### config.mk
export PLATFORM = sky130hd
export DESIGN_NAME = rsc_top
export DESIGN_NICKNAME = d
export VERILOG_FILES = /design/src/logic/rsc_pkg.sv /design/src/logic/rsc_axil.sv /design/src/logic/rsc_sync.sv /design/src/logic/rsc_top.sv
export SDC_FILE = /design/constraint.sdc
export NUM_CORES = 1
export LEC_CHECK = 0
export ABC_AREA = 1
export BUFFER_PORTS_ARGS = -buffer_cell sky130_fd_sc_hd__buf_2
export CAP_MARGIN = 40
export CELL_PAD_IN_SITES_DETAIL_PLACEMENT = 0
export CELL_PAD_IN_SITES_GLOBAL_PLACEMENT = 1
export CORE_ASPECT_RATIO = 0.8
export CORE_MARGIN = 8
export CORE_UTILIZATION = 44
export CTS_CLUSTER_SIZE = 16
export DETAILED_ROUTE_END_ITERATION = 7
export MAX_ROUTING_LAYER = met4
export PLACE_DENSITY_LB_ADDON = 0.1
export RECOVER_POWER = 25
export SLEW_MARGIN = 0
export SYNTH_ARGS = -nofsm -noshare
export SYNTH_HDL_FRONTEND = slang
export SYNTH_HIERARCHICAL = 1
export SYNTH_SLANG_ARGS = --single-unit
### constraint.sdc
create_clock -name mclk -period 4.9 [get_ports mclk]
set_input_delay 0.245 -clock mclk [delete_from_list [all_inputs] [get_ports mclk]]
set_output_delay 0.245 -clock mclk [all_outputs]
set_load 0.005 [all_outputs]
### src/logic/rsc_pkg.sv
// constants, types and behaviour notes for the reset source controller
// Notes on behaviour
// RL1: system reset comes from pin, watchdog overflow, supply drop or oscillation stop.
// RL2: after reset the processor starts fetching at address zero.
// RL3: watchdog overflow during clock stabilisation selects internal oscillator emergency operation.
// RL4: in emergency operation software uses only internal-oscillator peripherals, no external serial clocks.
// RL5: flag register writes take effect only inside the protected write sequence.
// RL6: flag register is reachable as a whole byte and as single bits.
// RL7: external pin reset clears every flag to zero.
// RL8: watchdog flag bit 4, oscillation flag bit 1, supply flag bit 0, rest zero.
// RL9: an internal reset sets only its own flag, others keep their values.
// RL10: software writes only zeros, and a zero clears the addressed flag.
// RL11: a flag set by a reset wins over a simultaneous software clear.
// RL12: in pre-backup, supply recovery raises the supply interrupt and releases stop mode.
// RL13: system stays in reset while the pin is low, ends when it rises.
// RL14: watchdog reset lasts a fixed time, then ends by itself.
// RL15: writing one to a flag bit leaves that flag unchanged.
package rsc_pkg;
  // ****************************************
  // register map
  // ****************************************
  localparam logic [31:0] FLAGS_ADDR = 32'hffff_f888;
  localparam logic [31:0] PROTECT_ADDR = 32'hffff_f88c;
  localparam logic [31:0] BIT_ADDR = 32'hffff_f890;
  localparam logic [31:0] IRQ_STATUS_ADDR = 32'hffff_f894;
  localparam logic [31:0] IRQ_MASK_ADDR = 32'hffff_f898;
  localparam logic [31:0] STATUS_ADDR = 32'hffff_f89c;
  localparam int SEL_N = 6;
  localparam int SEL_FLAGS = 0;
  localparam int SEL_PROTECT = 1;
  localparam int SEL_BIT = 2;
  localparam int SEL_IRQ_STATUS = 3;
  localparam int SEL_IRQ_MASK = 4;
  localparam int SEL_STATUS = 5;
  localparam logic [31:0] PROTECT_KEY = 32'h0000_00a5;
  localparam logic [31:0] RESET_VECTOR = 32'h0000_0000;
  // ****************************************
  // fields
  // ****************************************
  localparam logic [7:0] FLAGS_RESET = 8'h00;
  localparam logic [7:0] FLAG_MASK = 8'h13;
  localparam int WDT_FLAG_BIT = 4;
  localparam int OSC_FLAG_BIT = 1;
  localparam int LV_FLAG_BIT = 0;
  localparam int BIT_IDX_W = 3;
  localparam int BIT_VAL_POS = 7;
  localparam int IRQ_W = 3;
  localparam int IRQ_SUPPLY_RISE = 0;
  localparam int IRQ_EMERGENCY = 1;
  localparam int IRQ_CPU_START = 2;
  localparam logic [IRQ_W-1:0] IRQ_RESET = 3'h0;
  localparam int SYN_W = 6;
  localparam int SYN_PIN = 0;
  localparam int SYN_WDT = 1;
  localparam int SYN_LV = 2;
  localparam int SYN_OSC = 3;
  localparam int SYN_SUPPLY = 4;
  localparam int SYN_CLK_RDY = 5;
  localparam logic [SYN_W-1:0] SYN_RESET = 6'h00;
  // ****************************************
  // timing
  // ****************************************
  localparam int CLK_PERIOD_NS = 10;
  localparam int HOLD_TIME_NS = 1000;
  localparam int CNT_W = 16;
  localparam logic [CNT_W-1:0] HOLD_CYCLES_DEF = CNT_W'((HOLD_TIME_NS + CLK_PERIOD_NS - 1) / CLK_PERIOD_NS);
  localparam logic [1:0] RESP_OKAY = 2'h0;
  localparam logic [1:0] RESP_SLVERR = 2'h2;
  localparam logic [1:0] RESP_DECERR = 2'h3;
  // ****************************************
  // types
  // ****************************************
  typedef enum logic [3:0] {
    ST_RUN = 4'h1,
    ST_PIN = 4'h2,
    ST_HOLD = 4'h4,
    ST_STAB = 4'h8
  } rsc_seq_type;
  typedef struct packed {
    logic [31:0] awaddr;
    logic awvalid;
    logic [31:0] wdata;
    logic [3:0] wstrb;
    logic wvalid;
    logic bready;
    logic [31:0] araddr;
    logic arvalid;
    logic rready;
  } rsc_axi_req_type;
  typedef struct packed {
    logic awready;
    logic wready;
    logic bvalid;
    logic [1:0] bresp;
    logic arready;
    logic rvalid;
    logic [31:0] rdata;
    logic [1:0] rresp;
  } rsc_axi_rsp_type;
  typedef struct packed {
    logic valid;
    logic [31:0] addr;
    logic [31:0] data;
    logic [3:0] strb;
  } rsc_wr_type;
  typedef struct packed {
    logic valid;
    logic [31:0] addr;
  } rsc_rd_type;
endpackage : rsc_pkg

### src/logic/rsc_axil.sv
// axi4-lite slave front end: one write and one read at a time
`timescale 1ns/100ps
`default_nettype none
module rsc_axil (
  input wire logic mclk,
  input wire logic rst_n,
  input wire rsc_pkg::rsc_axi_req_type s_axi_req,
  output rsc_pkg::rsc_axi_rsp_type s_axi_rsp,
  output rsc_pkg::rsc_wr_type wr,
  input wire logic [1:0] wr_resp,
  output rsc_pkg::rsc_rd_type rd,
  input wire logic [31:0] rd_data,
  input wire logic [1:0] rd_resp
);
  typedef struct packed {
    rsc_pkg::rsc_axi_rsp_type rsp;
    logic aw_have;
    logic [31:0] awaddr;
    logic w_have;
    logic [31:0] wdata;
    logic [3:0] wstrb;
    rsc_pkg::rsc_wr_type wr;
    rsc_pkg::rsc_rd_type rd;
  } rsc_axil_state_type;
  rsc_axil_state_type r_reg;
  rsc_axil_state_type r_next;
  always_comb
  begin
    r_next = r_reg;
    r_next.wr.valid = 1'h0;
    r_next.rd.valid = 1'h0;
    if (s_axi_req.awvalid && r_reg.rsp.awready)
    begin
      r_next.aw_have = 1'h1;
      r_next.awaddr = s_axi_req.awaddr;
    end
    if (s_axi_req.wvalid && r_reg.rsp.wready)
    begin
      r_next.w_have = 1'h1;
      r_next.wdata = s_axi_req.wdata;
      r_next.wstrb = s_axi_req.wstrb;
    end
    if (r_reg.aw_have && r_reg.w_have)
    begin
      r_next.wr = '{1'h1, r_reg.awaddr, r_reg.wdata, r_reg.wstrb};
      r_next.aw_have = 1'h0;
      r_next.w_have = 1'h0;
    end
    if (r_reg.wr.valid)
    begin
      r_next.rsp.bvalid = 1'h1;
      r_next.rsp.bresp = wr_resp;
    end
    if (r_reg.rsp.bvalid && s_axi_req.bready)
    begin
      r_next.rsp.bvalid = 1'h0;
    end
    // no new address or data until the response is gone
    r_next.rsp.awready = !r_next.aw_have && !r_next.wr.valid && !r_next.rsp.bvalid;
    r_next.rsp.wready = !r_next.w_have && !r_next.wr.valid && !r_next.rsp.bvalid;
    if (s_axi_req.arvalid && r_reg.rsp.arready)
    begin
      r_next.rd = '{1'h1, s_axi_req.araddr};
    end
    if (r_reg.rd.valid)
    begin
      r_next.rsp.rvalid = 1'h1;
      r_next.rsp.rdata = rd_data;
      r_next.rsp.rresp = rd_resp;
    end
    if (r_reg.rsp.rvalid && s_axi_req.rready)
    begin
      r_next.rsp.rvalid = 1'h0;
    end
    r_next.rsp.arready = !r_next.rd.valid && !r_next.rsp.rvalid;
  end
  always_ff @(posedge mclk)
  begin
    if (!rst_n)
    begin
      r_reg <= '0;
    end
    else
    begin
      r_reg <= r_next;
    end
  end
  assign s_axi_rsp = r_reg.rsp;
  assign wr = r_reg.wr;
  assign rd = r_reg.rd;
endmodule : rsc_axil
`default_nettype wire

### src/logic/rsc_sync.sv
// two-stage synchroniser for asynchronous level inputs
`timescale 1ns/100ps
`default_nettype none
module rsc_sync #(
  parameter int W = 6,
  parameter logic [W-1:0] RESET_VAL = '0
) (
  input wire logic mclk,
  input wire logic rst_n,
  input wire logic [W-1:0] async_in,
  output logic [W-1:0] sync_out
);
  typedef struct packed {
    logic [W-1:0] s1;
    logic [W-1:0] s2;
  } rsc_sync_state_type;
  rsc_sync_state_type r_reg;
  rsc_sync_state_type r_next;
  // first stage feeds only the second
  always_comb
  begin
    r_next.s1 = async_in;
    r_next.s2 = r_reg.s1;
  end
  always_ff @(posedge mclk)
  begin
    if (!rst_n)
    begin
      r_reg.s1 <= RESET_VAL;
      r_reg.s2 <= RESET_VAL;
    end
    else
    begin
      r_reg <= r_next;
    end
  end
  assign sync_out = r_reg.s2;
endmodule : rsc_sync
`default_nettype wire

### src/logic/rsc_top.sv
// reset source controller: sequencer, cause flags, interrupts and register file
//
// Chosen here: register access over AXI4-Lite.
`timescale 1ns/100ps
`default_nettype none
module rsc_top #(
  parameter logic [rsc_pkg::CNT_W-1:0] HOLD_CYCLES = rsc_pkg::HOLD_CYCLES_DEF
) (
  input wire logic mclk,
  input wire logic rst_n,
  input wire logic reset_pin_n,
  input wire logic watchdog_reset_request,
  input wire logic supply_drop_reset,
  input wire logic oscillation_stop_monitor,
  input wire logic supply_level_ok,
  input wire logic main_clock_ready,
  input wire logic pre_backup_select,
  input wire rsc_pkg::rsc_axi_req_type s_axi_req,
  output rsc_pkg::rsc_axi_rsp_type s_axi_rsp,
  output logic sys_reset_n,
  output logic cpu_run,
  output logic [31:0] fetch_addr,
  output logic emergency_clock_select,
  output logic supply_drop_interrupt,
  output logic stop_release,
  output logic irq
);
  // ****************************************
  // state
  // ****************************************
  typedef struct packed {
    rsc_pkg::rsc_seq_type st;
    logic [rsc_pkg::CNT_W-1:0] cnt;
    logic [rsc_pkg::SYN_W-1:0] prev;
    logic [7:0] flags;
    logic armed;
    logic [rsc_pkg::BIT_IDX_W-1:0] bit_idx;
    logic emergency;
    logic sys_reset_n;
    logic cpu_run;
    logic [31:0] fetch_addr;
    logic supply_irq;
    logic stop_release;
    logic [rsc_pkg::IRQ_W-1:0] irq_status;
    logic [rsc_pkg::IRQ_W-1:0] irq_mask;
    logic irq;
  } rsc_core_type;
  rsc_core_type r_reg;
  rsc_core_type r_next;
  logic [rsc_pkg::SYN_W-1:0] sync;
  rsc_pkg::rsc_wr_type wr;
  rsc_pkg::rsc_rd_type rd;
  logic [1:0] wr_resp;
  logic [31:0] rd_data;
  logic [1:0] rd_resp;
  logic [rsc_pkg::SEL_N-1:0] wsel;
  logic [rsc_pkg::SEL_N-1:0] rsel;
  logic pin_ok;
  logic ev_wdt;
  logic ev_lv;
  logic ev_osc;
  logic ev_sup;
  logic src_reset;
  // ****************************************
  // address decode
  // ****************************************
  function automatic logic [rsc_pkg::SEL_N-1:0] reg_sel(input logic [31:0] addr);
    logic [rsc_pkg::SEL_N-1:0] s;
    s = '0;
    s[rsc_pkg::SEL_FLAGS] = (addr == rsc_pkg::FLAGS_ADDR);
    s[rsc_pkg::SEL_PROTECT] = (addr == rsc_pkg::PROTECT_ADDR);
    s[rsc_pkg::SEL_BIT] = (addr == rsc_pkg::BIT_ADDR);
    s[rsc_pkg::SEL_IRQ_STATUS] = (addr == rsc_pkg::IRQ_STATUS_ADDR);
    s[rsc_pkg::SEL_IRQ_MASK] = (addr == rsc_pkg::IRQ_MASK_ADDR);
    s[rsc_pkg::SEL_STATUS] = (addr == rsc_pkg::STATUS_ADDR);
    return s;
  endfunction : reg_sel
  // ****************************************
  // inputs and bus
  // ****************************************
  rsc_sync #(
    .W(rsc_pkg::SYN_W),
    .RESET_VAL(rsc_pkg::SYN_RESET)
  ) u_sync (
    .mclk(mclk),
    .rst_n(rst_n),
    .async_in({main_clock_ready, supply_level_ok, oscillation_stop_monitor,
               supply_drop_reset, watchdog_reset_request, reset_pin_n}),
    .sync_out(sync)
  );
  rsc_axil u_axil (
    .mclk(mclk),
    .rst_n(rst_n),
    .s_axi_req(s_axi_req),
    .s_axi_rsp(s_axi_rsp),
    .wr(wr),
    .wr_resp(wr_resp),
    .rd(rd),
    .rd_data(rd_data),
    .rd_resp(rd_resp)
  );
  assign wsel = reg_sel(wr.addr);
  assign rsel = reg_sel(rd.addr);
  assign wr_resp = (|wsel) ? rsc_pkg::RESP_OKAY : rsc_pkg::RESP_DECERR;
  assign pin_ok = sync[rsc_pkg::SYN_PIN];
  // edges of the synchronised levels; the stored copy is one cycle old
  assign ev_wdt = sync[rsc_pkg::SYN_WDT] & ~r_reg.prev[rsc_pkg::SYN_WDT];
  assign ev_lv = sync[rsc_pkg::SYN_LV] & ~r_reg.prev[rsc_pkg::SYN_LV];
  assign ev_osc = sync[rsc_pkg::SYN_OSC] & ~r_reg.prev[rsc_pkg::SYN_OSC];
  assign ev_sup = sync[rsc_pkg::SYN_SUPPLY] & ~r_reg.prev[rsc_pkg::SYN_SUPPLY];
  // watchdog overflow in the stabilisation wait is not a reset
  assign src_reset = pin_ok && ((ev_wdt && r_reg.st != rsc_pkg::ST_STAB) || ev_lv || ev_osc); // RL1
  // ****************************************
  // read data
  // ****************************************
  always_comb
  begin
    rd_data = 32'h0000_0000;
    rd_resp = rsc_pkg::RESP_OKAY;
    case (1'h1)
      rsel[rsc_pkg::SEL_FLAGS]: rd_data = {24'h00_0000, r_reg.flags}; // RL6
      rsel[rsc_pkg::SEL_PROTECT]: rd_data = {31'h0000_0000, r_reg.armed};
      rsel[rsc_pkg::SEL_BIT]: rd_data = {24'h00_0000, r_reg.flags[r_reg.bit_idx], 4'h0, r_reg.bit_idx}; // RL6
      rsel[rsc_pkg::SEL_IRQ_STATUS]: rd_data = {29'h0000_0000, r_reg.irq_status};
      rsel[rsc_pkg::SEL_IRQ_MASK]: rd_data = {29'h0000_0000, r_reg.irq_mask};
      rsel[rsc_pkg::SEL_STATUS]: rd_data = {25'h000_0000, r_reg.emergency, r_reg.cpu_run, r_reg.sys_reset_n, r_reg.st};
      default: rd_resp = rsc_pkg::RESP_DECERR;
    endcase
  end
  // ****************************************
  // next state
  // ****************************************
  always_comb
  begin
    r_next = r_reg;
    r_next.prev = sync;
    r_next.supply_irq = 1'h0;
    r_next.stop_release = 1'h0;
    // software side first, so hardware sets below win
    if (rd.valid && rsel[rsc_pkg::SEL_IRQ_STATUS])
    begin
      r_next.irq_status = rsc_pkg::IRQ_RESET;
    end
    if (wr.valid)
    begin
      // any write closes the protected window
      r_next.armed = 1'h0; // RL5
      if (wsel[rsc_pkg::SEL_PROTECT] && wr.strb[0])
      begin
        r_next.armed = (wr.data == rsc_pkg::PROTECT_KEY);
      end
      if (wsel[rsc_pkg::SEL_FLAGS] && wr.strb[0] && r_reg.armed) // RL5
      begin
        // zeros clear, ones keep
        r_next.flags = r_reg.flags & (wr.data[7:0] | ~rsc_pkg::FLAG_MASK) & rsc_pkg::FLAG_MASK; // RL10 RL15
      end
      if (wsel[rsc_pkg::SEL_BIT] && wr.strb[0])
      begin
        r_next.bit_idx = wr.data[rsc_pkg::BIT_IDX_W-1:0];
        if (r_reg.armed && !wr.data[rsc_pkg::BIT_VAL_POS]) // RL6 RL10
        begin
          r_next.flags[wr.data[rsc_pkg::BIT_IDX_W-1:0]] = 1'h0;
        end
      end
      if (wsel[rsc_pkg::SEL_IRQ_MASK] && wr.strb[0])
      begin
        r_next.irq_mask = wr.data[rsc_pkg::IRQ_W-1:0];
      end
    end
    case (r_reg.st)
      rsc_pkg::ST_PIN:
      begin
        if (pin_ok)
        begin
          r_next.st = rsc_pkg::ST_STAB; // RL13
        end
      end
      rsc_pkg::ST_HOLD:
      begin
        if (r_reg.cnt == '0)
        begin
          r_next.st = rsc_pkg::ST_STAB; // RL14
        end
        else
        begin
          r_next.cnt = r_reg.cnt - 1'h1;
        end
      end
      rsc_pkg::ST_STAB:
      begin
        if (ev_wdt)
        begin
          // main oscillator taken as faulty, run from the internal one
          r_next.emergency = 1'h1; // RL3
          r_next.irq_status[rsc_pkg::IRQ_EMERGENCY] = 1'h1;
          r_next.st = rsc_pkg::ST_RUN;
        end
        else if (sync[rsc_pkg::SYN_CLK_RDY])
        begin
          r_next.st = rsc_pkg::ST_RUN;
        end
      end
      rsc_pkg::ST_RUN:
      begin
        if (ev_sup && pre_backup_select)
        begin
          r_next.supply_irq = 1'h1; // RL12
          r_next.stop_release = 1'h1; // RL12
          r_next.irq_status[rsc_pkg::IRQ_SUPPLY_RISE] = 1'h1;
        end
      end
      default:
      begin
        r_next.st = rsc_pkg::ST_PIN;
      end
    endcase
    if (src_reset)
    begin
      r_next.st = rsc_pkg::ST_HOLD; // RL1 RL14
      r_next.cnt = HOLD_CYCLES - 1'h1;
      r_next.emergency = 1'h0;
      r_next.supply_irq = 1'h0;
      r_next.stop_release = 1'h0;
      // only the causing flag is set, after any clear above
      if (ev_wdt && r_reg.st != rsc_pkg::ST_STAB)
      begin
        r_next.flags[rsc_pkg::WDT_FLAG_BIT] = 1'h1; // RL9 RL11
      end
      if (ev_lv)
      begin
        r_next.flags[rsc_pkg::LV_FLAG_BIT] = 1'h1; // RL9 RL11
      end
      if (ev_osc)
      begin
        r_next.flags[rsc_pkg::OSC_FLAG_BIT] = 1'h1; // RL9 RL11
      end
    end
    if (!pin_ok)
    begin
      r_next.st = rsc_pkg::ST_PIN; // RL13
      r_next.flags = rsc_pkg::FLAGS_RESET; // RL7
      r_next.emergency = 1'h0;
      r_next.supply_irq = 1'h0;
      r_next.stop_release = 1'h0;
    end
    r_next.flags = r_next.flags & rsc_pkg::FLAG_MASK; // RL8
    r_next.sys_reset_n = (r_next.st != rsc_pkg::ST_PIN) && (r_next.st != rsc_pkg::ST_HOLD);
    r_next.cpu_run = (r_next.st == rsc_pkg::ST_RUN);
    if (r_next.cpu_run && !r_reg.cpu_run)
    begin
      r_next.irq_status[rsc_pkg::IRQ_CPU_START] = 1'h1;
    end
    // vector held at zero while not running, so the core always starts there
    if (!r_next.cpu_run)
    begin
      r_next.fetch_addr = rsc_pkg::RESET_VECTOR; // RL2
    end
    r_next.irq = |(r_next.irq_status & r_next.irq_mask);
  end
  always_ff @(posedge mclk)
  begin
    if (!rst_n)
    begin
      r_reg.st <= rsc_pkg::ST_PIN;
      r_reg.cnt <= '0;
      r_reg.prev <= rsc_pkg::SYN_RESET;
      r_reg.flags <= rsc_pkg::FLAGS_RESET;
      r_reg.armed <= 1'h0;
      r_reg.bit_idx <= '0;
      r_reg.emergency <= 1'h0;
      r_reg.sys_reset_n <= 1'h0;
      r_reg.cpu_run <= 1'h0;
      r_reg.fetch_addr <= rsc_pkg::RESET_VECTOR;
      r_reg.supply_irq <= 1'h0;
      r_reg.stop_release <= 1'h0;
      r_reg.irq_status <= rsc_pkg::IRQ_RESET;
      r_reg.irq_mask <= rsc_pkg::IRQ_RESET;
      r_reg.irq <= 1'h0;
    end
    else
    begin
      r_reg <= r_next;
    end
  end
  assign sys_reset_n = r_reg.sys_reset_n;
  assign cpu_run = r_reg.cpu_run;
  assign fetch_addr = r_reg.fetch_addr;
  assign emergency_clock_select = r_reg.emergency;
  assign supply_drop_interrupt = r_reg.supply_irq;
  assign stop_release = r_reg.stop_release;
  assign irq = r_reg.irq;

  logic flag_wr;
  logic no_event;
  assign flag_wr = wr.valid && wsel[rsc_pkg::SEL_FLAGS] && wr.strb[0];
  assign no_event = pin_ok && !ev_wdt && !ev_lv && !ev_osc;
endmodule : rsc_top
`default_nettype wire
Yosys cells after proc, flatten, opt, wreduce, memory -nomap -nowiden
Index checks and enable logic that the tools add are counted.
- $add $sub $neg: 1
- magnitude comparators: 3
- eq/ne operators: 22
- mux-type cells: 57
- bitwise gates (word level): 16
- reduce and logical (&&, ||, !) cells: 46
- operator list (operator ; count):
    $eq 32x32->1 const B ; 12
    $mux 69 ; 1
    $mux 33 ; 2
    $mux 37 ; 1
    $mux 35 ; 1
    $eq 32x8->1 const B ; 1
    $mux 16 ; 2
    $logic_and 1x1->1 ; 24
    $mux 8 ; 3
    $mux 7 ; 3
    $mux 20 ; 1
    $mux 4 ; 5
    $mux 5 ; 4
    $mux 2 ; 9
    $logic_not 16->1 ; 1
    $mux 1 ; 16
    $pmux 4 s4 ; 1
    $sub 16x1->16 const B ; 1
    $mux 3 ; 5
    $and 5x5->5 ; 2
    $reduce_and 2->1 ; 5
    $mux 9 ; 1
    $eq 4x1->1 const B ; 2
    $logic_not 1->1 ; 8
    other kinds (21) ; 34
- bits in registers: 269
- input port bits: 114
- output and inout port bits: 79

Depth between registers and ports, before layout
Gate-level depths: netlist of run 1.
- word-level depth: 13
- depth in mapped cells: 14
- mapped depth without buffers: 14

Modules after synthesis
Netlist of run 1, hierarchy kept.
- by module, submodules not included (module ; times used ; cells an instance ; area an instance (um2) ; seq. area each (um2)):
    rsc_axil ; 1 ; 1066 ; 8415.6 ; 4264.1
    rsc_top ; 1 ; 495 ; 3072.9 ; 840.8
    rsc_sync ; 1 ; 37 ; 341.6 ; 240.2

Least setup slack after synthesis of run 1
Ideal clock, no wire load.
- kind: reg2reg
- from: register u_axil.r_reg, in the netlist u_axil/rd[11]
- to: register u_axil.r_reg, in the netlist u_axil/s_axi_rsp[4]
- setup time: 0.116 ns
- arrival: 1.482 ns
- data required time: 4.784 ns
- setup slack: 3.302 ns
- cell stages (with the launch flop): 13
- buffers on the path: 1
- cell sequence: dfxtp_1 -> buf_4 -> inv_1 -> nor3_1 -> nand3_1 -> nor2_4 -> nand2_1 -> nor3_2 -> a21oi_1 -> nand2_1 -> nand2_1 -> nor2_1 -> nor2_1
- word-level cells in the longest chain between the ends: 7
- elaborated cells on any way between the ends: 12
- those cells by class: eq/ne (6); mux (6)
- ends and longest elaborated chain (what ; RTL line ; source):
    start, declared ; rsc_axil.sv:25 ; rsc_axil_state_type r_reg;
    start signal, assigned ; rsc_axil.sv:85 ; r_reg <= r_next;
    $eq 32x32->1 ; rsc_top.sv:75 ; s[rsc_pkg::SEL_STATUS] = (addr == rsc_pkg::STATUS_ADDR);
    $mux 7 (3 in series) ; rsc_top.sv:120 ; case (1'h1)
    $mux 8 (2 in series) ; rsc_top.sv:120 ;
    $mux 8 * ; rsc_top.sv:120 ;
    via rd_data[2] ; rsc_top.sv:54 ; logic [31:0] rd_data;
The timed path passes the listed nets; every way through them passes the cells marked *.
A chain may end at the register's enable or synchronous reset.

Worst setup path in the final report of run 1
- from: register u_axil.r_reg, in the netlist u_axil/s_axi_rsp[39]
- to: register u_axil/r_reg[130] (netlist name)
- word-level cells in the longest chain between the ends: 1
- ends and longest elaborated chain (what ; RTL line ; source):
    $logic_and 1x1->1 ; rsc_axil.sv:37 ; if (s_axi_req.wvalid && r_reg.rsp.wready)
Every way passes these cells.

==> impl_metrics.json, run 1 <==
{
  "endpoint_kind": "register",
  "die_y_microns": 161.3,
  "p_leak_nw": 6.019,
  "cts_tree": "done",
  "syn_area_per_cell_sq_um": 7.389,
  "antenna_found_initial": 1,
  "final_cell_mix": "nand2_1 (373), dfxtp_1 (261), nor2_1 (205)",
  "p_sw_mw": 1.099,
  "grtUsageTotal_pct": 17.97,
  "sequentialPowerShare_pct": 46.6,
  "r2r-start": "u_axil/s_axi_rsp[39]$_SDFF_PN0_",
  "p_sw_share_pct": 22.90,
  "row_count": 53,
  "fin_crit_ns": 2.471,
  "first_global_vias": 9324,
  "cts_buffer_depth": 3,
  "drv_cap": 1,
  "cts.clk_slew.worst_paths_ns": 0.06,
  "critPathLaunchType": "register",
  "yosys_warnings": 6,
  "io_pins": 193,
  "viasPerCell": 4.623,
  "die_area_sq_um": 31870,
  "ir_drop_v": 0.0002323,
  "h-tree-depth": 1,
  "vias": 9504,
  "drc": 0,
  "slew_headroom_pct": -0.6185,
  "max_freq_ghz": 0.4047,
  "ff2ff_setup_slack_ns": 2.43,
  "cts_made_buffers": 28,
  "synthCells": 1571,
  "layout_commonest_cell": "nand2_1",
  "path_max_fanout": 35,
  "drive_above_1_share_pct": 12.31,
  "finalHoldViolCount": 0,
  "grt-ovfl-total": 0,
  "drtPass1Iterations": 5,
  "pwr-share-clk_pct": 45.9,
  "routed_wl_microns": 27990,
  "path_class": "reg2reg",
  "maxSlewViolCount": 36,
  "drtIter0Drc": 446,
  "p_per_area_nw_per_um2": 357.5,
  "grt_max_degree": 84,
  "n_fill_cell": 2709,
  "core-area_sq_um": 26130,
  "post_cts_buffers": 0,
  "pwr-share-comb_pct": 7.4,
  "power_mw": 4.798,
  "cp-startpoint": "u_axil/s_axi_rsp[39]$_SDFF_PN0_",
  "fin_skew_ns": 0.01162,
  "rsz0062_at_grt": "no",
  "area_growth_pct": 15.60,
  "violations": "capacitance limit, slew limit",
  "post_cts_resized": 0,
  "fin_crit_sh_pct": 50.43,
  "tightest_slew_ns": 1.509,
  "min_from": "s_axi_req[83]",
  "insertion_delay_ns": 0.54,
  "setup_ws_ns": 2.429,
  "place_ws_ns": 2.444,
  "synth.cell_area_sq_um": 11610,
  "gp_congestion": 0.8231,
  "min_path_type": "in2reg",
  "cts.sinks": 261,
  "arrival_ns": 2.88,
  "grt_pass1_wl_microns": 47200,
  "nets": 1793,
  "cts-root-buf": "clkbuf_16",
  "start_util_pct": 44.43,
  "required_ns": 5.30,
  "portBuffers": 157,
  "die_w_microns": 197.6,
  "fin_tns_setup_ns": 0,
  "largest_register_ff_count": 67,
  "outcome": "complete, but fails checks",
  "p_int_mw": 3.699,
  "final_antenna_net_count": 0,
  "wl_per_cell_microns": 13.61,
  "setup_viol": 0,
  "hpwl_microns": 18480
}
-- through the flow --
stage	cell area (sq um)	hold WS [ns]	util, %	std cells
finish	13420	0.01082	51.36	2056
global route	13420	0.03554	51.36	2056
CTS	13470	0.0003163	51.57	2055
detailed placement	11510	0.3977	44.07	1907
global placement	11460	0.3980	43.86	1905
floorplan	11820	0.3385	-	1626
-- layer usage --
layer  global-route usage [%]  up-vias  wire [microns]
met2                    26.67      192           11750
met1                    25.61     4278           14510
met5                        -        -               0
met4                    2.880        0             325
met3                    3.244       26            1401
li1                         -     5008               -
-- final timing paths --
check / endpoint / cells after the start
worst max-delay path: u_axil/r_reg[130]$_SDFFE_PN0P_ / 5
worst min-delay path: u_axil/r_reg[149]$_SDFFE_PN0P_ / 3
worst max register to register: u_axil/r_reg[130]$_SDFFE_PN0P_ / 5
worst min register to register: u_sync/sync_out[0]$_SDFF_PN0_ / 2
-- power by group through the flow --
stage	sequential [mW]	combinational [mW]	clock, mW
2_1_floorplan	2.27	0.256	0
3_3_place_gp	2.28	0.294	0
3_5_place_dp	2.28	0.300	0
4_1_cts	2.24	0.362	2.28
5_1_grt	2.25	0.408	2.37
6_report	2.24	0.356	2.20
-- what timing repair did --
item | CTS | global route
endpoints found under the hold margin | 97 | 0
setup endpoints to repair | 0 | 0
hold buffers | 97 | 0
-- final cells by class --
| class | count | area (sq um) | share of cell area (%) |
|---|---|---|---|
| well taps | 357 | 446.7 | 3.329 |
| inverters | 87 | 331.6 | 2.471 |
| repair buffers | 266 | 1836 | 13.68 |
| flip-flops and latches | 261 | 5225 | 38.94 |
| diodes | 1 | 2.502 | 0.01865 |
| clock buffers | 40 | 835.8 | 6.228 |
| multi-input cells | 1033 | 4589 | 34.20 |
| clock inverters | 11 | 152.6 | 1.138 |
-- critical path: stages, from the launching register on --
cell and delay [ns]:
dfxtp_1 0.30, clkbuf_1 1.08, nand2_1 0.38, buf_4 0.38
nand2_1 0.11, a21oi_1 0.06
(Power assumes the default switching activity.)
==> run 2, diff against run 1 <==
CORE_UTILIZATION = 41   (was 44)
clock period = 2.4 ns   (was 4.9 ns; I/O delays follow)
==> impl_metrics.json, run 2 (synthesis results as in run 1) <==
{
  "setup_viol": 0,
  "hold_depth": 3,
  "worstReg2RegEnd": "r_reg[73]$_SDFFE_PP0P_",
  "ir_drop_v": 0.0004602,
  "antennaDiodeCount": 0,
  "p_per_area_nw_per_um2": 708.7,
  "antenna_found_initial": 0,
  "drc": 0,
  "r2r-start": "r_reg[62]$_SDFFE_PN0P_",
  "portBuffers": 157,
  "insertion_delay_ns": 0.54,
  "io_pins": 193,
  "drv_cap": 0,
  "final_antenna_net_count": 0,
  "p_leak_nw": 6.109,
  "nets": 1811,
  "critPathLaunchType": "primary input",
  "first_global_vias": 9311,
  "regArea_sq_um": 5225,
  "multi_input_area_sq_um": 4589,
  "wl_per_cell_microns": 13.69,
  "grt-ovfl-total": 0,
  "n_fill_cell": 2881,
  "min_path_type": "in2reg",
  "drive_above_1_share_pct": 12.94,
  "fin_crit_sh_pct": 92.60,
  "holdPathEnd": "u_axil/rd[32]$_SDFF_PN0_",
  "routed_wl_microns": 28550,
  "path_max_fanout": 51,
  "cts.clk_slew.worst_paths_ns": 0.06,
  "layout_commonest_cell": "nand2_1",
  "ff2ff_setup_slack_ns": 0.46,
  "critPathSlowestCell": "nor2_4",
  "max_stage_delay_ns": 0.62,
  "cts-root-buf": "clkbuf_16",
  "max_freq_ghz": 0.4499,
  "grt_pass1_wl_microns": 48020,
  "final_cell_mix": "nand2_1 (373), dfxtp_1 (261), nor2_1 (205)",
  "finalHoldViolCount": 0,
  "drtPass1Iterations": 5,
  "grt_max_degree": 91,
  "largest_register_ff_count": 67,
  "cts.sinks": 261,
  "slew_headroom_pct": 34.51,
  "drtIter0Drc": 377,
  "outcome": "complete, no violations",
  "endpoint_kind": "register",
  "start_util_pct": 41.35,
  "maxSlewViolCount": 0,
  "post_cts_resized": 0,
  "gp_congestion": 0.8742,
  "final_cell_area_sq_um": 13530,
  "cts_made_buffers": 28,
  "required_ns": 2.89,
  "core-area_sq_um": 28080,
  "area_growth_pct": 16.58,
  "reg2reg_depth": 13,
  "vias": 9598,
  "viasPerCell": 4.603,
  "tightest_slew_ns": 0.9824,
  "fin_crit_ns": 2.223,
  "arrival_ns": 2.71,
  "row_count": 55,
  "grtUsageTotal_pct": 17.06,
  "fin_skew_ns": 0.02047,
  "h-tree-depth": 1,
  "cts_buffer_depth": 3,
  "rsz0062_at_grt": "no",
  "cts_tree": "done",
  "fin_tns_setup_ns": 0,
  "min_from": "s_axi_req[1]",
  "die_y_microns": 166.5,
  "path_class": "in2reg",
  "die_w_microns": 204.1,
  "post_dp_cell_area_sq_um": 11530,
  "path_cells": "dlygate4sd3_1 > buf_6 > inv_4 > nor2_4 > nand2_1 > nand2_1 > dlygate4sd3_1",
  "cp-startpoint": "rst_n",
  "hpwl_microns": 19130,
  "die_area_sq_um": 33990
}
-- run 2: changes by cell type in the layout (fill, tap and decap cells not counted), moves of 2 or more --
cell,change
buf_4,+2
bufinv_16,-2
clkbuf_2,+2
dlygate4sd3_1,+16
clkbuf_1,-10
buf_2,+10
buf_16,-2
buf_1,-2
clkinv_2,+2
-- run 2: layer usage --
layer / routed length [microns] / GRT usage [%]
met5: 0 / -
met4: 376 / 2.782
met3: 1568 / 3.413
met2: 11760 / 24.75
met1: 14840 / 24.51
-- run 2: repair_timing --
action / 4_1_cts / 5_1_grt
hold buffers: 113 / 0
buffers inserted: 0 / 0
setup endpoints to repair: 0 / 1
endpoints found under the hold margin: 115 / 0
-- run 2: power breakdown --
part | internal, mW | switching (mW) | total [mW]
Clock | 2.50 | 1.77 | 4.27
Sequential | 4.49 | 0.0807 | 4.57
Combinational | 0.333 | 0.414 | 0.747
-- run 2: final cells by class --
| class | count | share of cell area, % |
|---|---|---|
| clock inverter | 11 | 0.7674 |
| sequential | 261 | 38.61 |
| tap | 370 | 3.421 |
| inverter | 87 | 2.450 |
| multi-input combinational | 1033 | 33.91 |
| timing repair buffer | 284 | 14.77 |
| clock buffer | 39 | 6.074 |
-- run 2: stage by stage --
stage	total power [mW]	util, %	hold slack, ns	setup WS (ns)	std cells
finish	9.590	48.20	0.06303	0.1775	2085
global route	10.03	48.20	0.07649	0.02100	2085
CTS	9.751	48.40	0.03518	0.1315	2085
detailed placement	5.279	41.07	0.3003	0.4781	1922
global placement	5.273	41.07	0.2992	0.5248	1922
floorplan	5.163	-	0.2135	0.8022	1626
-- run 2: worst max-delay path: cells and delay by family --
kind | cells | cell delay [ns]
buffers and inverters | 4 | 1.69
and+or+nand+nor | 3 | 0.85
-- run 2: worst max path at each step --
stage	slack, ns	to	cells after the start
after floorplan	0.80	u_axil/s_axi_rsp[4]$_SDFFE_PN0P_	12
after global placement	0.52	u_axil/s_axi_rsp[2]$_SDFFE_PN0P_	11
after detailed placement	0.48	r_reg[73]$_SDFFE_PP0P_	13
after CTS	0.13	u_axil/rd[28]$_SDFFE_PN0P_	7
after global routing	0.02	u_axil/rd[28]$_SDFFE_PN0P_	7
final	0.18	u_axil/rd[28]$_SDFFE_PN0P_	7
